### src/port_mux_pkg.sv
// Constants, register map and carrier types for the port pin mux.
// Assumes a word-addressed Avalon-MM slave: the address is the register index.
package port_mux_pkg;

  // ----------------------------------------------------------------
  // Register indices (byte address is four times the index)
  // ----------------------------------------------------------------
  localparam logic [31:0] IDX_UPPER_DATA = 32'hfffff001;
  localparam logic [31:0] IDX_UPPER_DIR = 32'hfffff004;
  localparam logic [31:0] IDX_UPPER_FUNC = 32'hfffff005;
  localparam logic [31:0] IDX_UPPER_PULLUP = 32'hfffff00d;
  localparam logic [31:0] IDX_LOWER_DATA = 32'hfffff012;
  localparam logic [31:0] IDX_LOWER_DIR = 32'hfffff014;
  localparam logic [31:0] IDX_LOWER_FUNC = 32'hfffff015;
  localparam logic [31:0] IDX_LOWER_TIMER = 32'hfffff016;
  localparam logic [31:0] IDX_LOWER_PULLUP = 32'hfffff01c;
  localparam logic [31:0] IDX_BUS_STATUS = 32'hfffff0f0;

  // ----------------------------------------------------------------
  // Reset values and field positions
  // ----------------------------------------------------------------
  localparam logic [7:0] RST_UPPER_DATA = 8'h00;
  localparam logic [7:0] RST_UPPER_DIR = 8'h00;
  localparam logic [7:0] RST_UPPER_FUNC = 8'h00;
  localparam logic [7:0] RST_UPPER_PULLUP = 8'h00;
  localparam logic [7:0] RST_LOWER_DATA = 8'hff;
  localparam logic [7:0] RST_LOWER_DIR = 8'h00;
  localparam logic [7:0] RST_LOWER_FUNC = 8'h00;
  localparam logic [7:0] RST_LOWER_TIMER = 8'h00;
  localparam logic [7:0] RST_LOWER_PULLUP = 8'h00;
  localparam int STATUS_MODE_BIT = 0;
  localparam int STATUS_VALID_BIT = 1;

  // ----------------------------------------------------------------
  // Timing: edges after reset release before the strap is trusted
  // ----------------------------------------------------------------
  localparam logic [1:0] STRAP_SETTLE = 2'h2;

  // Bus mode taken from the strap
  typedef enum logic {
    BUS_SEPARATE,
    BUS_MULTIPLEXED
  } bus_mode_t;

  // Drive bundle for one 8-bit port
  typedef struct packed {
    logic [7:0] out;
    logic [7:0] oe;
  } pin_drive_t;

  // Avalon-MM slave request
  typedef struct packed {
    logic [31:0] address;
    logic read;
    logic write;
    logic [31:0] writedata;
    logic [3:0] byteenable;
  } avs_req_t;

endpackage

### src/port_pin_sync.sv
// Two-flop synchroniser for asynchronous pin levels.
// Assumes the sampled pins are quasi-static compared to the clock.
`timescale 1ns/1ps
`default_nettype none
module port_pin_sync #(
  parameter int WIDTH = 17
) (
  input wire logic i_clk_sys,
  input wire logic i_rstn,
  input wire logic [WIDTH-1:0] i_async,
  output logic [WIDTH-1:0] o_sync
);

  logic [WIDTH-1:0] meta_ff;
  logic [WIDTH-1:0] sync_ff;

  // Two stages, first read only by the second
  always_ff @(posedge i_clk_sys or negedge i_rstn) begin
    if (!i_rstn) begin
      meta_ff <= '0;
      sync_ff <= '0;
    end else begin
      meta_ff <= i_async;
      sync_ff <= meta_ff;
    end
  end

  assign o_sync = sync_ff;

endmodule
`default_nettype wire

### src/port_mux.sv
// Pin logic for an upper and a lower 8-bit port with bus and timer muxing.
// Assumes a word-addressed Avalon-MM master, a bus controller on this clock
// and pads that resolve out/oe into pin levels.
//
// Local design decision: register access over Avalon-MM.
`timescale 1ns/1ps
`default_nettype none
module port_mux (
  input wire logic i_clk_sys,
  input wire logic i_rstn,
  input wire port_mux_pkg::avs_req_t i_avs,
  output logic [31:0] o_avs_readdata,
  output logic o_avs_waitrequest,
  input wire logic [7:0] i_upper_pin_in,
  output port_mux_pkg::pin_drive_t o_upper_drive,
  output logic [7:0] o_upper_pullup,
  input wire logic [7:0] i_lower_pin_in,
  output port_mux_pkg::pin_drive_t o_lower_drive,
  output logic [7:0] o_lower_pullup,
  input wire logic i_strap_pin,
  input wire logic [23:0] i_bus_addr,
  input wire logic [15:8] i_bus_wdata,
  input wire logic i_bus_data_oe,
  input wire logic i_bus_addr_phase,
  output logic [15:8] o_bus_rdata,
  output logic o_bus_mode_mux,
  output logic [7:0] o_timer_in
);
  import port_mux_pkg::*;

  // ----------------------------------------------------------------
  // Synchronised pins
  // ----------------------------------------------------------------
  logic [16:0] pin_sync;
  logic [7:0] upper_pin_s;
  logic [7:0] lower_pin_s;
  logic strap_s;

  port_pin_sync #(
    .WIDTH(17)
  ) u_sync (
    .i_clk_sys(i_clk_sys),
    .i_rstn(i_rstn),
    .i_async({i_strap_pin, i_lower_pin_in, i_upper_pin_in}),
    .o_sync(pin_sync)
  );

  assign upper_pin_s = pin_sync[7:0];
  assign lower_pin_s = pin_sync[15:8];
  assign strap_s = pin_sync[16];

  // ----------------------------------------------------------------
  // Strap capture after reset release
  // ----------------------------------------------------------------
  logic [1:0] strap_cnt_ff;
  logic strap_done_ff;
  bus_mode_t bus_mode_ff;

  // Wait for the synchroniser to fill, then latch the strap once
  always_ff @(posedge i_clk_sys or negedge i_rstn) begin
    if (!i_rstn) begin
      strap_cnt_ff <= 2'h0;
      strap_done_ff <= 1'b0;
      bus_mode_ff <= BUS_SEPARATE;
    end else if (!strap_done_ff) begin
      if (strap_cnt_ff == STRAP_SETTLE) begin
        strap_done_ff <= 1'b1;
        bus_mode_ff <= strap_s ? BUS_MULTIPLEXED : BUS_SEPARATE;
      end else begin
        strap_cnt_ff <= strap_cnt_ff + 2'h1;
      end
    end
  end

  // ----------------------------------------------------------------
  // Register file
  // ----------------------------------------------------------------
  logic [7:0] upper_data_ff;
  logic [7:0] upper_dir_ff;
  logic [7:0] upper_func_ff;
  logic [7:0] upper_pullup_ff;
  logic [7:0] lower_data_ff;
  logic [7:0] lower_dir_ff;
  logic [7:0] lower_func_ff;
  logic [7:0] lower_timer_ff;
  logic [7:0] lower_pullup_ff;
  logic wait_ff;
  logic [31:0] readdata_ff;
  logic req;
  logic wr_take;
  logic [7:0] wbyte;

  assign req = i_avs.read | i_avs.write;
  assign wr_take = i_avs.write & ~wait_ff & i_avs.byteenable[0];
  assign wbyte = i_avs.writedata[7:0];

  // Upper port registers
  always_ff @(posedge i_clk_sys or negedge i_rstn) begin
    if (!i_rstn) begin
      upper_data_ff <= RST_UPPER_DATA;
      upper_dir_ff <= RST_UPPER_DIR;
      upper_func_ff <= RST_UPPER_FUNC;
      upper_pullup_ff <= RST_UPPER_PULLUP;
    end else if (wr_take) begin
      case (i_avs.address)
        IDX_UPPER_DATA: upper_data_ff <= wbyte;
        IDX_UPPER_DIR: upper_dir_ff <= wbyte;
        IDX_UPPER_FUNC: upper_func_ff <= wbyte;
        IDX_UPPER_PULLUP: upper_pullup_ff <= wbyte;
        default: ;
      endcase
    end
  end

  // Lower port registers
  always_ff @(posedge i_clk_sys or negedge i_rstn) begin
    if (!i_rstn) begin
      lower_data_ff <= RST_LOWER_DATA;
      lower_dir_ff <= RST_LOWER_DIR;
      lower_func_ff <= RST_LOWER_FUNC;
      lower_timer_ff <= RST_LOWER_TIMER;
      lower_pullup_ff <= RST_LOWER_PULLUP;
    end else if (wr_take) begin
      case (i_avs.address)
        IDX_LOWER_DATA: lower_data_ff <= wbyte;
        IDX_LOWER_DIR: lower_dir_ff <= wbyte;
        IDX_LOWER_FUNC: lower_func_ff <= wbyte;
        IDX_LOWER_TIMER: lower_timer_ff <= wbyte;
        IDX_LOWER_PULLUP: lower_pullup_ff <= wbyte;
        default: ;
      endcase
    end
  end

  // Port data read view: latch for GPIO outputs, pin level otherwise
  logic [7:0] upper_view;
  logic [7:0] lower_view;
  logic [7:0] upper_is_out;
  logic [7:0] lower_is_out;
  logic [7:0] status_view;

  assign upper_is_out = ~upper_func_ff & upper_dir_ff;
  assign lower_is_out = ~lower_func_ff & lower_dir_ff;
  assign upper_view = (upper_is_out & upper_data_ff) |
                      (~upper_is_out & upper_pin_s);
  assign lower_view = (lower_is_out & lower_data_ff) |
                      (~lower_is_out & lower_pin_s);

  always_comb begin
    status_view = 8'h00;
    status_view[STATUS_MODE_BIT] = (bus_mode_ff == BUS_MULTIPLEXED);
    status_view[STATUS_VALID_BIT] = strap_done_ff;
  end

  // Avalon handshake: one wait state, read data registered with it
  always_ff @(posedge i_clk_sys or negedge i_rstn) begin
    if (!i_rstn) begin
      wait_ff <= 1'b1;
      readdata_ff <= 32'h00000000;
    end else if (req && wait_ff) begin
      wait_ff <= 1'b0;
      readdata_ff <= 32'h00000000;
      if (i_avs.read) begin
        case (i_avs.address)
          IDX_UPPER_DATA: readdata_ff[7:0] <= upper_view;
          IDX_UPPER_DIR: readdata_ff[7:0] <= upper_dir_ff;
          IDX_UPPER_FUNC: readdata_ff[7:0] <= upper_func_ff;
          IDX_UPPER_PULLUP: readdata_ff[7:0] <= upper_pullup_ff;
          IDX_LOWER_DATA: readdata_ff[7:0] <= lower_view;
          IDX_LOWER_DIR: readdata_ff[7:0] <= lower_dir_ff;
          IDX_LOWER_FUNC: readdata_ff[7:0] <= lower_func_ff;
          IDX_LOWER_TIMER: readdata_ff[7:0] <= lower_timer_ff;
          IDX_LOWER_PULLUP: readdata_ff[7:0] <= lower_pullup_ff;
          IDX_BUS_STATUS: readdata_ff[7:0] <= status_view;
          default: readdata_ff[7:0] <= 8'h00;
        endcase
      end
    end else begin
      wait_ff <= 1'b1;
    end
  end

  assign o_avs_waitrequest = wait_ff;
  assign o_avs_readdata = readdata_ff;

  // ----------------------------------------------------------------
  // Per-pin function decode
  // ----------------------------------------------------------------
  logic [7:0] nxt_upper_out;
  logic [7:0] nxt_upper_oe;
  logic [7:0] nxt_lower_out;
  logic [7:0] nxt_lower_oe;
  logic [7:0] nxt_bus_rdata;
  logic [7:0] nxt_timer;
  logic mux_addr;

  // Address phase only exists in multiplexed mode
  assign mux_addr = (bus_mode_ff == BUS_MULTIPLEXED) & i_bus_addr_phase;

  genvar gi;
  generate
    for (gi = 0; gi < 8; gi++) begin : g_pin
      // Upper pin: {function, direction}
      always_comb begin
        nxt_upper_out[gi] = 1'b0;
        nxt_upper_oe[gi] = 1'b0;
        nxt_bus_rdata[gi] = 1'b0;
        case ({upper_func_ff[gi], upper_dir_ff[gi]})
          2'h0: ;
          2'h1: begin
            nxt_upper_out[gi] = upper_data_ff[gi];
            nxt_upper_oe[gi] = 1'b1;
          end
          2'h2: begin
            nxt_upper_out[gi] = mux_addr ? i_bus_addr[8+gi]
                                         : i_bus_wdata[8+gi];
            nxt_upper_oe[gi] = mux_addr | i_bus_data_oe;
            nxt_bus_rdata[gi] = upper_pin_s[gi];
          end
          2'h3: begin
            nxt_upper_out[gi] = i_bus_addr[8+gi];
            nxt_upper_oe[gi] = 1'b1;
          end
          default: ;
        endcase
      end

      // Lower pin: {function, timer select, direction}, strap unused
      always_comb begin
        nxt_lower_out[gi] = 1'b0;
        nxt_lower_oe[gi] = 1'b0;
        nxt_timer[gi] = 1'b0;
        case ({lower_func_ff[gi], lower_timer_ff[gi], lower_dir_ff[gi]})
          3'h0, 3'h2: ;
          3'h1, 3'h3: begin
            nxt_lower_out[gi] = lower_data_ff[gi];
            nxt_lower_oe[gi] = 1'b1;
          end
          3'h4: begin
            nxt_lower_out[gi] = i_bus_addr[gi];
            nxt_lower_oe[gi] = 1'b1;
          end
          3'h5: begin
            nxt_lower_out[gi] = i_bus_addr[16+gi];
            nxt_lower_oe[gi] = 1'b1;
          end
          3'h6: nxt_timer[gi] = lower_pin_s[gi];
          default: ;
        endcase
      end
    end
  endgenerate

  // ----------------------------------------------------------------
  // Registered outputs
  // ----------------------------------------------------------------
  pin_drive_t upper_drive_ff;
  pin_drive_t lower_drive_ff;
  logic [7:0] bus_rdata_ff;
  logic [7:0] timer_ff;

  // Pin drives and captured inputs
  always_ff @(posedge i_clk_sys or negedge i_rstn) begin
    if (!i_rstn) begin
      upper_drive_ff <= '0;
      lower_drive_ff <= '0;
      bus_rdata_ff <= 8'h00;
      timer_ff <= 8'h00;
    end else begin
      upper_drive_ff <= '{out: nxt_upper_out, oe: nxt_upper_oe};
      lower_drive_ff <= '{out: nxt_lower_out, oe: nxt_lower_oe};
      bus_rdata_ff <= nxt_bus_rdata;
      timer_ff <= nxt_timer;
    end
  end

  assign o_upper_drive = upper_drive_ff;
  assign o_lower_drive = lower_drive_ff;
  assign o_upper_pullup = upper_pullup_ff;
  assign o_lower_pullup = lower_pullup_ff;
  assign o_bus_rdata = bus_rdata_ff;
  assign o_timer_in = timer_ff;
  assign o_bus_mode_mux = (bus_mode_ff == BUS_MULTIPLEXED);

  // ----------------------------------------------------------------
  // Assertions
  // ----------------------------------------------------------------
  a_upper_gpio_dir: assert property (
    @(posedge i_clk_sys) disable iff (!i_rstn)
    ##1 ((o_upper_drive.oe & ~$past(upper_func_ff)) ==
         ($past(upper_dir_ff) & ~$past(upper_func_ff))))
    else $error("upper gpio enable mismatch");

  a_upper_addr_out: assert property (
    @(posedge i_clk_sys) disable iff (!i_rstn)
    ##1 ((o_upper_drive.out & $past(upper_func_ff & upper_dir_ff)) ==
         ($past(i_bus_addr[15:8]) & $past(upper_func_ff & upper_dir_ff))))
    else $error("upper address bits wrong");

  a_sep_data_bus: assert property (
    @(posedge i_clk_sys) disable iff (!i_rstn)
    (bus_mode_ff == BUS_SEPARATE && upper_func_ff[0] && !upper_dir_ff[0])
    |=> (o_upper_drive.out[0] == $past(i_bus_wdata[8]) &&
         o_upper_drive.oe[0] == $past(i_bus_data_oe)))
    else $error("separate data lane wrong");

  a_mux_addr_phase: assert property (
    @(posedge i_clk_sys) disable iff (!i_rstn)
    (bus_mode_ff == BUS_MULTIPLEXED && i_bus_addr_phase &&
     upper_func_ff[0] && !upper_dir_ff[0])
    |=> (o_upper_drive.oe[0] && o_upper_drive.out[0] == $past(i_bus_addr[8])))
    else $error("multiplexed address phase wrong");

  a_timer_route: assert property (
    @(posedge i_clk_sys) disable iff (!i_rstn)
    ##1 (o_timer_in == $past(lower_pin_s & lower_func_ff &
                             lower_timer_ff & ~lower_dir_ff)))
    else $error("timer input routing wrong");

  a_lower_low_addr: assert property (
    @(posedge i_clk_sys) disable iff (!i_rstn)
    (lower_func_ff[3] && !lower_timer_ff[3] && !lower_dir_ff[3])
    |=> (o_lower_drive.oe[3] && o_lower_drive.out[3] == $past(i_bus_addr[3])))
    else $error("lower address 7-0 wrong");

  a_lower_high_addr: assert property (
    @(posedge i_clk_sys) disable iff (!i_rstn)
    (lower_func_ff[5] && !lower_timer_ff[5] && lower_dir_ff[5])
    |=> (o_lower_drive.oe[5] &&
         o_lower_drive.out[5] == $past(i_bus_addr[21])))
    else $error("lower address 23-16 wrong");

  a_lower_gpio_dir: assert property (
    @(posedge i_clk_sys) disable iff (!i_rstn)
    (!lower_func_ff[1]) |=> (o_lower_drive.oe[1] == $past(lower_dir_ff[1])))
    else $error("lower gpio direction wrong");

  a_bus_answer: assert property (
    @(posedge i_clk_sys) disable iff (!i_rstn)
    (req && wait_ff) |=> !o_avs_waitrequest ##1 o_avs_waitrequest)
    else $error("bus answer timing wrong");

  a_lower_readback: assert property (
    @(posedge i_clk_sys) disable iff (!i_rstn)
    (i_avs.read && wait_ff && i_avs.address == IDX_LOWER_DATA)
    |=> (o_avs_readdata[7:0] == $past(lower_view)))
    else $error("lower data readback wrong");

endmodule
`default_nettype wire

### config.mk
export PLATFORM = sky130hd
export DESIGN_NAME = port_mux
export DESIGN_NICKNAME = d
export VERILOG_FILES = /design/src/port_mux_pkg.sv /design/src/port_pin_sync.sv /design/src/port_mux.sv
export SDC_FILE = /design/constraint.sdc
export NUM_CORES = 1
export LEC_CHECK = 0
export BUFFER_PORTS_ARGS = -buffer_cell sky130_fd_sc_hd__buf_2
export CORE_UTILIZATION = 35
export CTS_CLUSTER_SIZE = 8
export DETAILED_ROUTE_END_ITERATION = 8
export PLACE_DENSITY_LB_ADDON = 0.05
export SLEW_MARGIN = 5
export SYNTH_ARGS = -nofsm -noshare
export SYNTH_HDL_FRONTEND = slang
export SYNTH_SLANG_ARGS = --single-unit
### constraint.sdc
create_clock -name i_clk_sys -period 3 [get_ports i_clk_sys]
set_input_delay 0.3 -clock i_clk_sys [delete_from_list [all_inputs] [get_ports i_clk_sys]]
set_output_delay 0.3 -clock i_clk_sys [all_outputs]
set_load 0.03 [all_outputs]
# == Word level (Yosys, flattened, before mapping) ==
# Index checks and enable logic that the tools add are counted.
# word_totals
mem_bits_rw,0
in_bits,123
latch_bits,0
register_bits,167
output_inout_bits,98
n_memories,0
rom_bits,0
elab_cells,216
# op_classes
muxes,62
eq_ne,75
n_mul,0
n_lt_le_gt_ge,0
addsub,1
bitwise,20
div,0
shift,0
n_reduce_logical,36
# ops
operator,count
$eq 32x32->1 const B,10
$pmux 8 s10,1
$eq 3x3->1 const B,24
$and 8x8->8,6
$pmux 1 s3,16
$mux 1,36
$eq 2x2->1 const B,17
$not 8->8,4
$reduce_or 2->1,16
$reduce_or 4->1,8
$eq 3x1->1 const B,8
$eq 3x2->1 const B,8
$reduce_and 2->1,11
$eq 2x1->1 const B,8
$or 8x8->8,2
$pmux 1 s2,8
$mux 8,1
$and 1x1->1,3
$not 1->1,3
$add 2x1->2 const B,1
$or 1x1->1,2
$logic_and 1x1->1,1

# == Logic depth before layout (Yosys ltp) ==
# Gate-level depths: netlist of the first run.
# depth
ltp_word,7
ltp_mapped,9
mapped_depth_nobuf,6

# == Modules after synthesis ==
# Synthesis of the first run repeated with hierarchy kept, for this count alone.
# hier_totals
hier_cells,601
area_unflattened_um2,7353.3
# by_module_without_submodules
mod,area_each_um2,seq_area_each_um2,cells_per_inst,instances
port_mux,6502.5,3339.5,567,1
port_pin_sync,850.8,850.8,34,1

# == Worst setup path before layout of the first run ==
# OpenSTA, ideal clock, no wires.
# synth_timing
path_kind,in2reg
startpoint,input port i_avs[47] in the netlist's numbering
endpoint,register upper_func_ff[0]
setup_ps,125
required_time_ps,2875
stages,8
slack_ps,178
arrival_time_ps,2697
n_path_buf,3
path_cell_list,or4_1 > or4_1 > buf_2 > or3_1 > buf_2 > or3_1 > buf_6 > mux2_4
# synth_between
elab_chain_cells,2
# synth_lines
item,line,text
start: declaration,port_mux.sv:11,"input wire port_mux_pkg::avs_req_t i_avs,"
$eq 32x32->1,port_mux.sv:105,case (i_avs.address)
$reduce_and 2->1 (no source line),n/a,
end signal: assignment,port_mux.sv:108,IDX_UPPER_FUNC: upper_func_ff <= wbyte;
end: declaration,port_mux.sv:80,logic [7:0] upper_func_ff;
# No other way between the ends.
# A chain may end at the register's enable or synchronous reset.

# == Final worst setup path of the first run ==
# layout_timing
startpoint,input port i_avs[47] in the netlist's numbering
endpoint,register readdata_ff[7] (netlist: o_avs_readdata[7])
# layout_between
elab_chain_cells,3
elab_cells_between_ends,12
cone_classes,eq/ne (10); mux (2)
# layout_lines
item,line,text
$eq 32x32->1,port_mux.sv:164,case (i_avs.address)
$pmux 8 s10 *,port_mux.sv:164,
$mux 8 *,port_mux.sv:163,if (i_avs.read) begin
end signal: assignment,port_mux.sv:165,IDX_UPPER_DATA: readdata_ff[7:0] <= upper_view;
end signal: assignment,port_mux.sv:166,IDX_UPPER_DIR: readdata_ff[7:0] <= upper_dir_ff;
end signal: assignment,port_mux.sv:167,IDX_UPPER_FUNC: readdata_ff[7:0] <= upper_func_ff;
end: declaration,port_mux.sv:88,logic [31:0] readdata_ff;
# Mark *: on every way between the ends. The rest lies on a longest branch, timed or not.

==> results of run 1 <==
[registers in the layout (all words and copies together), names as in the netlist, 16 cells and up]
signal and cells:
o_lower_drive 16, o_upper_drive 16, u_sync.meta_ff 17, u_sync.o_sync 17
[per-stage QoR]
step	setup WS [ns]	instances	hold WS (ns)	utilization (%)
after global routing	0.340	1092	0.188	45.9
after CTS	0.482	1092	0.160	45.9
after floorplan	0.178	625	0.00441	-
after detailed placement	0.0207	1042	0.336	41.9
after global placement	0.0375	1042	0.334	41.9
final	0.481	1092	0.165	45.9
[metal layers]
metal / vias up / part of all wire (%) / global-route usage, %
met1: 2599 / 48 / 25.9
met2: 148 / 46 / 28.6
met5: - / 0 / 0
li1: 2538 / - / -
met4: 0 / 1.0 / 5.83
met3: 14 / 5.0 / 4.50
[kinds of logic after synthesis]
kind of cell | count (synthesis) | synth area share (%)
other | 1 | 0.0514
muxes | 94 | 14.6
adders and majority gates | 1 | 0.172
xor gates and xnor gates | 1 | 0.120
buffers and inverters | 61 | 4.55
DFF | 167 | 57.5
and+or+nand+nor | 169 | 13.3
AOI/OAI and AO/OA | 108 | 9.73
[worst paths after layout]
check / startpoint / endpoint
max in group asynchronous: i_rstn / lower_data_ff[7]
worst max register to register: o_avs_waitrequest / upper_dir_ff[5]
worst max-delay path: i_avs[47] / o_avs_readdata[7]
worst min register to register: u_sync.meta_ff[11] / u_sync.o_sync[11]
worst min-delay path: i_bus_addr[1] / o_lower_drive[9]
min in group asynchronous: i_rstn / upper_dir_ff[2]
[power by group]
part           internal, mW  total (mW)  switching, mW
Combinational        0.0928       0.280          0.187
Sequential             2.28        2.29         0.0122
Clock                  1.45        2.34          0.891
[worst max-delay path, stage by stage]
cell	delay, ns
buf_2	0.09
or4_1	0.49
or4_1	0.61
buf_4	0.25
or2_1	0.27
a221oi_1	0.28
o211ai_1	0.31
a22oi_1	0.24
[layout by cell type (no fill, tap or decap), drive strengths merged, types with 11 or more instances in the layout]
master	count
buf	193
dfrtp	158
mux2	75
nand2	50
o21ai	31
clkbuf	26
conb	24
nand2b	22
a21oi	22
mux2i	19
dlygate4sd3	18
nor2	17
inv	15
nor3	11
[layout make-up]
| class | count | area, µm² |
|---|---|---|
| clock inverters | 6 | 113 |
| inverters | 15 | 56.3 |
| flip-flops and latches | 167 | 4190 |
| clock buffers | 26 | 519 |
| multi-input cells | 397 | 2860 |
| well taps | 270 | 338 |
| repair buffers | 211 | 1250 |
| fillers | 1921 | 11000 |
==> out/metrics.cfg, run 1 <==
[clock_tree]
clk_pin_slew_worst_paths_ns=0.07
cts_tree=yes
cts-hold-fix-buffers=18
postCtsSetupBuffers=0
clk_path_buf_depth=2
ctsResizeCount=0
cts_sinks=167
numCtsBuffers=17
insertion_delay_ns=0.43
htreeDepth=4
clockRootBuffer=clkbuf_16

[detailed_routing]
routedWlPerCell_um=17.6
routed_via_density=4.85
wl_um=19200
vias=5299
antenna_left=0
drtIter0Drc=227
firstDrtPassIters=4
drc_errors=0

[synth]
synth_enable_flop_cells=0
synth_area_leader_cell=dfrtp_1
synth_cell_types=52
yosys-top-cells-count=dfrtp_1 (158), mux2_2 (67), nand2_1 (50), o21ai_0 (31), buf_4 (24)
synth_top_cells_by_area=dfrtp_1 (54%), mux2_2 (10%), dfstp_2 (3.2%)
synth-seq-area-share_pct=57.5
synth_most_common_cell=dfrtp_1
synthesis.area_um2=7290
synth_top_area_share_pct=54.2
synth_ff_type=dfrtp_1
async_flop_share_pct=100
ys_ff_latch=167
syn_inst=602
syn_area_per_cell_um2=12.1
synth_warnings=0

[finish]
area_delta_synth_final_pct=27.8
antennaDiodeCount=0
final_cell_area_um2=9320
nets=933
drive_gt1_share_pct=38.2

[floorplan]
ios=221
fp.dieH_um=146
fp.dieW_um=146
die_area_um2=21400
start_util_pct=35.9
coreArea_um2=20300
rows=52

[global_routing]
grt_pass1_wl_um=30100
grt_pass1_vias=5296
grt_start_max_net_pins=83
antenna_found_initial=0
gr-total-overflow=0
track_usage_pct=18.6

[worst_setup_path]
worstPathArrival_ns=2.85
cp-end-kind=flop
start_kind=input pin
r2r_slack_ns=1.30
r2r_cells=3
worstPathRequired_ns=3.33
worstSetupPathType=in -> reg
crit_path_max_fanout=11

[sta]
finalSetupViolCount=0
maxSlewHeadroom_pct=46.6
hold_viol=0
fin_crit_ns=2.52
fmax_mhz=397
fin_crit_sh_pct=84.0
tns_ns=0
worstMarginPinSlew_ns=0.800
finClkSkew_ns=0.0107
finalMaxSlewViolations=0
grt_setup_unrepaired=false

[power]
irDropWorstVdd_uv=351
power_mw=4.91
p_leak_nw=4.70
power_density_nw_per_um2=526

[placed_design]
place.detailed.hpwl_um=13900
io_buffers=169
dpl-instance-area_um2=8510
routabilityCongestion=0.778

[run]
drv_cap=0

[worst_hold_path]
hold_depth=3
min-delay-path-class=in -> reg

[outcome]
status=complete, no violations

Power figures use the tool's default switching activity.
==> run 2, diff against run 1 <==
clock period = 2.29 ns   (was 3 ns; I/O delays follow)
==> out/metrics.cfg, run 2 (synthesis gave the netlist of run 1 again) <==
[placed_design]
io_buffers=169  ; unchanged
dp_cells=1065  ; +2.2%
dpl_worst_slack_ns=-0.497  ; -0.518 ns
routabilityCongestion=0.819  ; +5.3%
place.detailed.hpwl_um=14900  ; +6.5%
dpl-instance-area_um2=8770  ; +3.1%

[sta]
fmax_mhz=450
finalSetupViolCount=0  ; unchanged
finalMaxSlewViolations=0  ; unchanged
worstMarginPinSlew_ns=0.668  ; -0.132 ns
maxSlewHeadroom_pct=55.5  ; +8.8 points
tns_ns=0  ; unchanged
finClkSkew_ns=0.0109  ; +0.000254 ns
grt_setup_unrepaired=false
fin_crit_ns=2.22
whs_ns=0.0964  ; -0.0690 ns
final.setup.worst_slack_ns=0.0677  ; -0.413 ns
hold_viol=0  ; unchanged
fin_crit_sh_pct=97.0

[detailed_routing]
vias=5506  ; +3.9%
drtIter0Drc=318  ; +40%
drc_errors=0  ; unchanged
routedWlPerCell_um=17.8  ; +1.4%
wl_um=19900  ; +3.7%
antenna_left=0  ; unchanged
firstDrtPassIters=5  ; +1
routed_via_density=4.93  ; +1.6%

[worst_setup_path]
worstPathArrival_ns=2.53  ; -0.32 ns
r2r_cells=6  ; +3
r2r_end=o_avs_readdata[6]
r2r_slack_ns=0.58  ; -0.72 ns
worstPathRequired_ns=2.59  ; -0.74 ns
worstSetupPathType=in -> reg
timing.critical_path.to=upper_func_ff[2]
cp-end-kind=flop
crit_path_start=i_avs[47]
crit_path_max_fanout=8  ; -3
start_kind=input pin
r2r_start=o_avs_waitrequest

[floorplan]
coreArea_um2=20300  ; unchanged
start_util_pct=35.9  ; unchanged
fp.dieW_um=146  ; unchanged
die_area_um2=21400  ; unchanged
rows=52  ; unchanged
ios=221  ; unchanged
fp.dieH_um=146  ; unchanged

[finish]
nets=957  ; +2.6%
area_delta_synth_final_pct=30.7
finalNonFillerCells=1117  ; +2.3%
layout_common_cells=buf_2 (168), dfrtp_1 (158), mux2_2 (59)
utilization_pct=47.0  ; +1.0 points
drive_gt1_share_pct=41.5  ; +3.3 points
final_cell_area_um2=9530  ; +2.3%
layout_commonest_cell=buf_2

[global_routing]
grtUsageMet2_pct=32.6  ; +4.1 points
antenna_found_initial=1  ; +1
top_usage_layer=met2
track_usage_pct=19.5  ; +0.85 points
globalRouteMet1Util_pct=25.2  ; -0.71 points
grt_pass1_wl_um=31400  ; +4.4%
met3_usage_pct=4.44  ; -0.063 points
grt_start_max_net_pins=58  ; -30%
gr-total-overflow=0  ; unchanged
grt_pass1_vias=5622  ; +6.2%

[power]
clkPwrFrac_pct=44.9  ; -2.7 points
p_int_mw=4.65  ; +22%
switching_power_mw=1.50  ; +38%
combPwrFrac_pct=6.3  ; +0.6 points
power_mw=6.15  ; +25%
p_leak_nw=4.83  ; +2.8%
switching_share_pct=24.4  ; +2.2 points
power_density_nw_per_um2=646  ; +23%
power_frac_seq_pct=48.8  ; +2.1 points
irDropWorstVdd_uv=445  ; +27%

[clock_tree]
htreeDepth=4  ; unchanged
cts_sinks=167  ; unchanged
numCtsBuffers=17  ; unchanged
clk_pin_slew_worst_paths_ns=0.07  ; about the same
cts_tree=yes
insertion_delay_ns=0.43  ; about the same
clk_path_buf_depth=2  ; unchanged
clockRootBuffer=clkbuf_16

[run]
drv_cap=0  ; unchanged

[worst_hold_path]
min-delay-path-class=in -> reg

[outcome]
status=complete, no violations

run 2: changes by cell type in the layout (fill, tap and decap cells not counted), sizes merged:
cell,delta
inv,+4
clkinvlp,+1
buf,+24
diode,+1
clkbuf,-8
clkinv,+5
bufinv,-2
run 2: layout make-up:
| class | count | area [µm²] |
|---|---|---|
| antenna | 1 | 2.50 |
| clock buffer | 18 | 439 |
| clock inverter | 14 | 124 |
| fill | 1924 | 10800 |
| inverter | 15 | 56.3 |
| multi-input combinational | 397 | 2940 |
| sequential | 167 | 4190 |
| tap | 270 | 338 |
| timing repair buffer | 235 | 1440 |
run 2: timing repair:
action,CTS,global route
hold endpoints to repair,70,0
buffers inserted,0,1
gates resized for setup,1,1
hold buffers,18,0
pin swaps,0,1
endpoints found under the setup margin,15,5
run 2: worst min-delay path by stage:
stage,slack [ns],end,cells past startpoint,from
finish,0.1,o_lower_drive[10],3,i_bus_addr[2]
global route,0.13,o_lower_drive[14],3,i_bus_addr[6]
CTS,0.08,o_lower_drive[10],3,i_bus_addr[2]
detailed placement,0.25,o_upper_drive[12],1,i_rstn
global placement,0.24,o_bus_rdata[12],1,i_rstn
floorplan,-0.07,lower_dir_ff[0],0,i_rstn
run 2: power by group through the flow:
stage	registers, mW	clock network (mW)	logic [mW]
after detailed placement	3.06	0	0.372
after global placement	3.06	0	0.367
after global routing	3.00	2.97	0.428
after CTS	3.00	2.84	0.397
final	3.00	2.77	0.387
after floorplan	3.06	0	0.163
run 2: per-layer routing:
layer | wire length (µm) | part of all wire (%)
met1 | 8920 | 45
met2 | 9840 | 50
met3 | 910 | 4.6
met4 | 204 | 1.0
met5 | 0 | 0
run 2: critical path: stages:
cell and delay, ns:
buf_2 0.09, or4_1 0.51, or4_4 0.49, or3_4 0.36, or3_1 0.33, buf_4 0.20
mux2_4 0.30
==> run 3, diff against run 2 <==
clock period = 2.43 ns   (was 2.29 ns; I/O delays follow)
==> out/metrics.cfg, run 3 (synthesis gave the netlist of run 1 again) <==
[worst_setup_path]
r2r_start=o_bus_mode_mux
worstSetupPathType=in -> reg
r2r_slack_ns=0.75  ; +0.17 ns
worstPathArrival_ns=2.64  ; +0.11 ns
crit_slowest_cell=or4_1
r2r_cells=3  ; -3
crit_path_max_fanout=8  ; unchanged
worstPathRequired_ns=2.74  ; +0.15 ns
cp_cell_sequence=buf_2 > or4_1 > or4_1 > or3_1 > buf_4 > nor3_2 > nand2_2 > mux2_2
r2r_end=o_upper_drive[0]
cp-end-kind=flop
start_kind=input pin
cpMostUsedCell=or4_1
worst_path_largest_cell_delay_ns=0.54  ; +0.03 ns

[global_routing]
track_usage_pct=19.1  ; -0.38 points
grt_pass1_vias=5514  ; -1.9%
grt_start_max_net_pins=83  ; +43%
antenna_found_initial=1  ; unchanged
grt_pass1_wl_um=30800  ; -1.9%
gr-total-overflow=0  ; unchanged

[finish]
layout_common_cells=buf_2 (168), dfrtp_1 (158), mux2_2 (59)
nets=945  ; -1.3%
layout_commonest_cell=buf_2
finalNonFillerCells=1104  ; -1.2%
antennaDiodeCount=0  ; -1
final_cell_area_um2=9440  ; -0.97%
area_delta_synth_final_pct=29.5
drive_gt1_share_pct=40.2  ; -1.3 points

[floorplan]
start_util_pct=35.9  ; unchanged
die_area_um2=21400  ; unchanged
ios=221  ; unchanged
coreArea_um2=20300  ; unchanged
fp.dieW_um=146  ; unchanged
rows=52  ; unchanged
fp.dieH_um=146  ; unchanged

[placed_design]
dp_cells=1053  ; -1.1%
io_buffers=169  ; unchanged
routabilityCongestion=0.823  ; +0.45%
place.detailed.hpwl_um=14500  ; -2.6%
dpl-instance-area_um2=8690  ; -0.91%

[sta]
finalMaxSlewViolations=0  ; unchanged
worstMarginPinSlew_ns=0.713  ; +0.0452 ns
tns_ns=0  ; unchanged
fin_crit_ns=2.33
finalSetupViolCount=0  ; unchanged
whs_ns=0.106  ; +0.0101 ns
fmax_mhz=430
finClkSkew_ns=0.0100  ; -0.000922 ns
hold_viol=0  ; unchanged
fin_crit_sh_pct=95.8
maxSlewHeadroom_pct=52.5  ; -3.0 points
grt_setup_unrepaired=false

[detailed_routing]
drtIter0Drc=231  ; -27%
firstDrtPassIters=5  ; unchanged
wl_um=19500  ; -1.8%
routed_via_density=4.97  ; +0.74%
drc_errors=0  ; unchanged
antenna_left=0  ; unchanged
routedWlPerCell_um=17.7  ; -0.61%
vias=5482  ; -0.44%

[clock_tree]
htreeDepth=4  ; unchanged
clockRootBuffer=clkbuf_16
cts_sinks=167  ; unchanged
clk_pin_slew_worst_paths_ns=0.07  ; about the same
numCtsBuffers=17  ; unchanged
insertion_delay_ns=0.43  ; about the same
cts_tree=yes
clk_path_buf_depth=2  ; unchanged

[power]
power_mw=5.75  ; -6.5%
combPwrFrac_pct=6.2  ; about the same
switching_power_mw=1.45  ; -3.6%
power_frac_seq_pct=49.2  ; +0.4 points
switching_share_pct=25.2  ; +0.78 points
power_density_nw_per_um2=609  ; -5.6%
clkPwrFrac_pct=44.6  ; -0.3 points
irDropWorstVdd_uv=524  ; +18%
p_int_mw=4.30  ; -7.5%
p_leak_nw=4.76  ; -1.4%

[worst_hold_path]
min-delay-path-class=in -> reg
hold_depth=3  ; unchanged
hp-start=i_bus_addr[18]
min_to=o_lower_drive[10]

[run]
drv_cap=0  ; unchanged

[outcome]
status=complete, no violations

run 3: cell types whose count changed in the layout (fill, tap and decap cells not counted), moves of 2 or more:
cell / delta
clkinv_2: -3
o21ai_1: -2
buf_12: +2
clkinv_4: +5
clkinvlp_4: -4
buf_4: -14
o21ai_0: +2
run 3: how the worst max path moves through the flow:
| stage | startpoint | endpoint | slack, ns |
|---|---|---|---|
| final | i_avs[47] | upper_data_ff[4] | 0.10 |
| after global routing | i_avs[47] | upper_data_ff[4] | 0.03 |
| after CTS | i_avs[47] | o_avs_readdata[1] | 0.01 |
| after detailed placement | i_avs[47] | o_avs_readdata[5] | -0.43 |
| after global placement | i_avs[47] | o_avs_readdata[1] | -0.35 |
| after floorplan | i_avs[47] | upper_func_ff[0] | -0.18 |
run 3: power groups by stage:
stage / registers (mW) / clock network (mW) / logic, mW
final: 2.83 / 2.57 / 0.356
after global routing: 2.83 / 2.76 / 0.393
after CTS: 2.83 / 2.64 / 0.364
after detailed placement: 2.88 / 0 / 0.341
after global placement: 2.88 / 0 / 0.335
after floorplan: 2.88 / 0 / 0.154
run 3: timing repair:
action,CTS,global route
hold buffers,18,0
hold endpoints to repair,39,0
resized for setup,0,1
setup buffers,0,1
setup endpoints to repair,0,8
run 3: routing by layer:
layer / up-vias / share of wire [%] / wire length (µm) / GRT usage (%)
met1: 2719 / 45 / 8750 / 25.2
li1: 2574 / - / - / -
met5: - / 0.061 / 12 / 0
met2: 165 / 49 / 9570 / 31.4
met4: 2 / 1.5 / 294 / 6.09
met3: 22 / 4.6 / 896 / 3.91
run 3: area by class of cell:
class / instances / area (µm²)
tap: 270 / 338
inverter: 15 / 56.3
fill: 1992 / 10900
multi-input combinational: 397 / 2920
sequential: 167 / 4190
clock buffer: 19 / 443
timing repair buffer: 223 / 1380
clock inverter: 13 / 113
run 3: worst max-delay path: cells and delay by family:
kind,cells,cell delay [ns]
and+or+nand+nor,5,1.80
buffers and inverters,2,0.25
muxes,1,0.34
run 3: per-stage QoR:
stage	worst slack [ns]	util [%]
final	0.102	46.5
after global routing	0.0312	46.5
after CTS	0.0120	46.4
after detailed placement	-0.431	42.8
after global placement	-0.346	42.8
after floorplan	-0.184	-
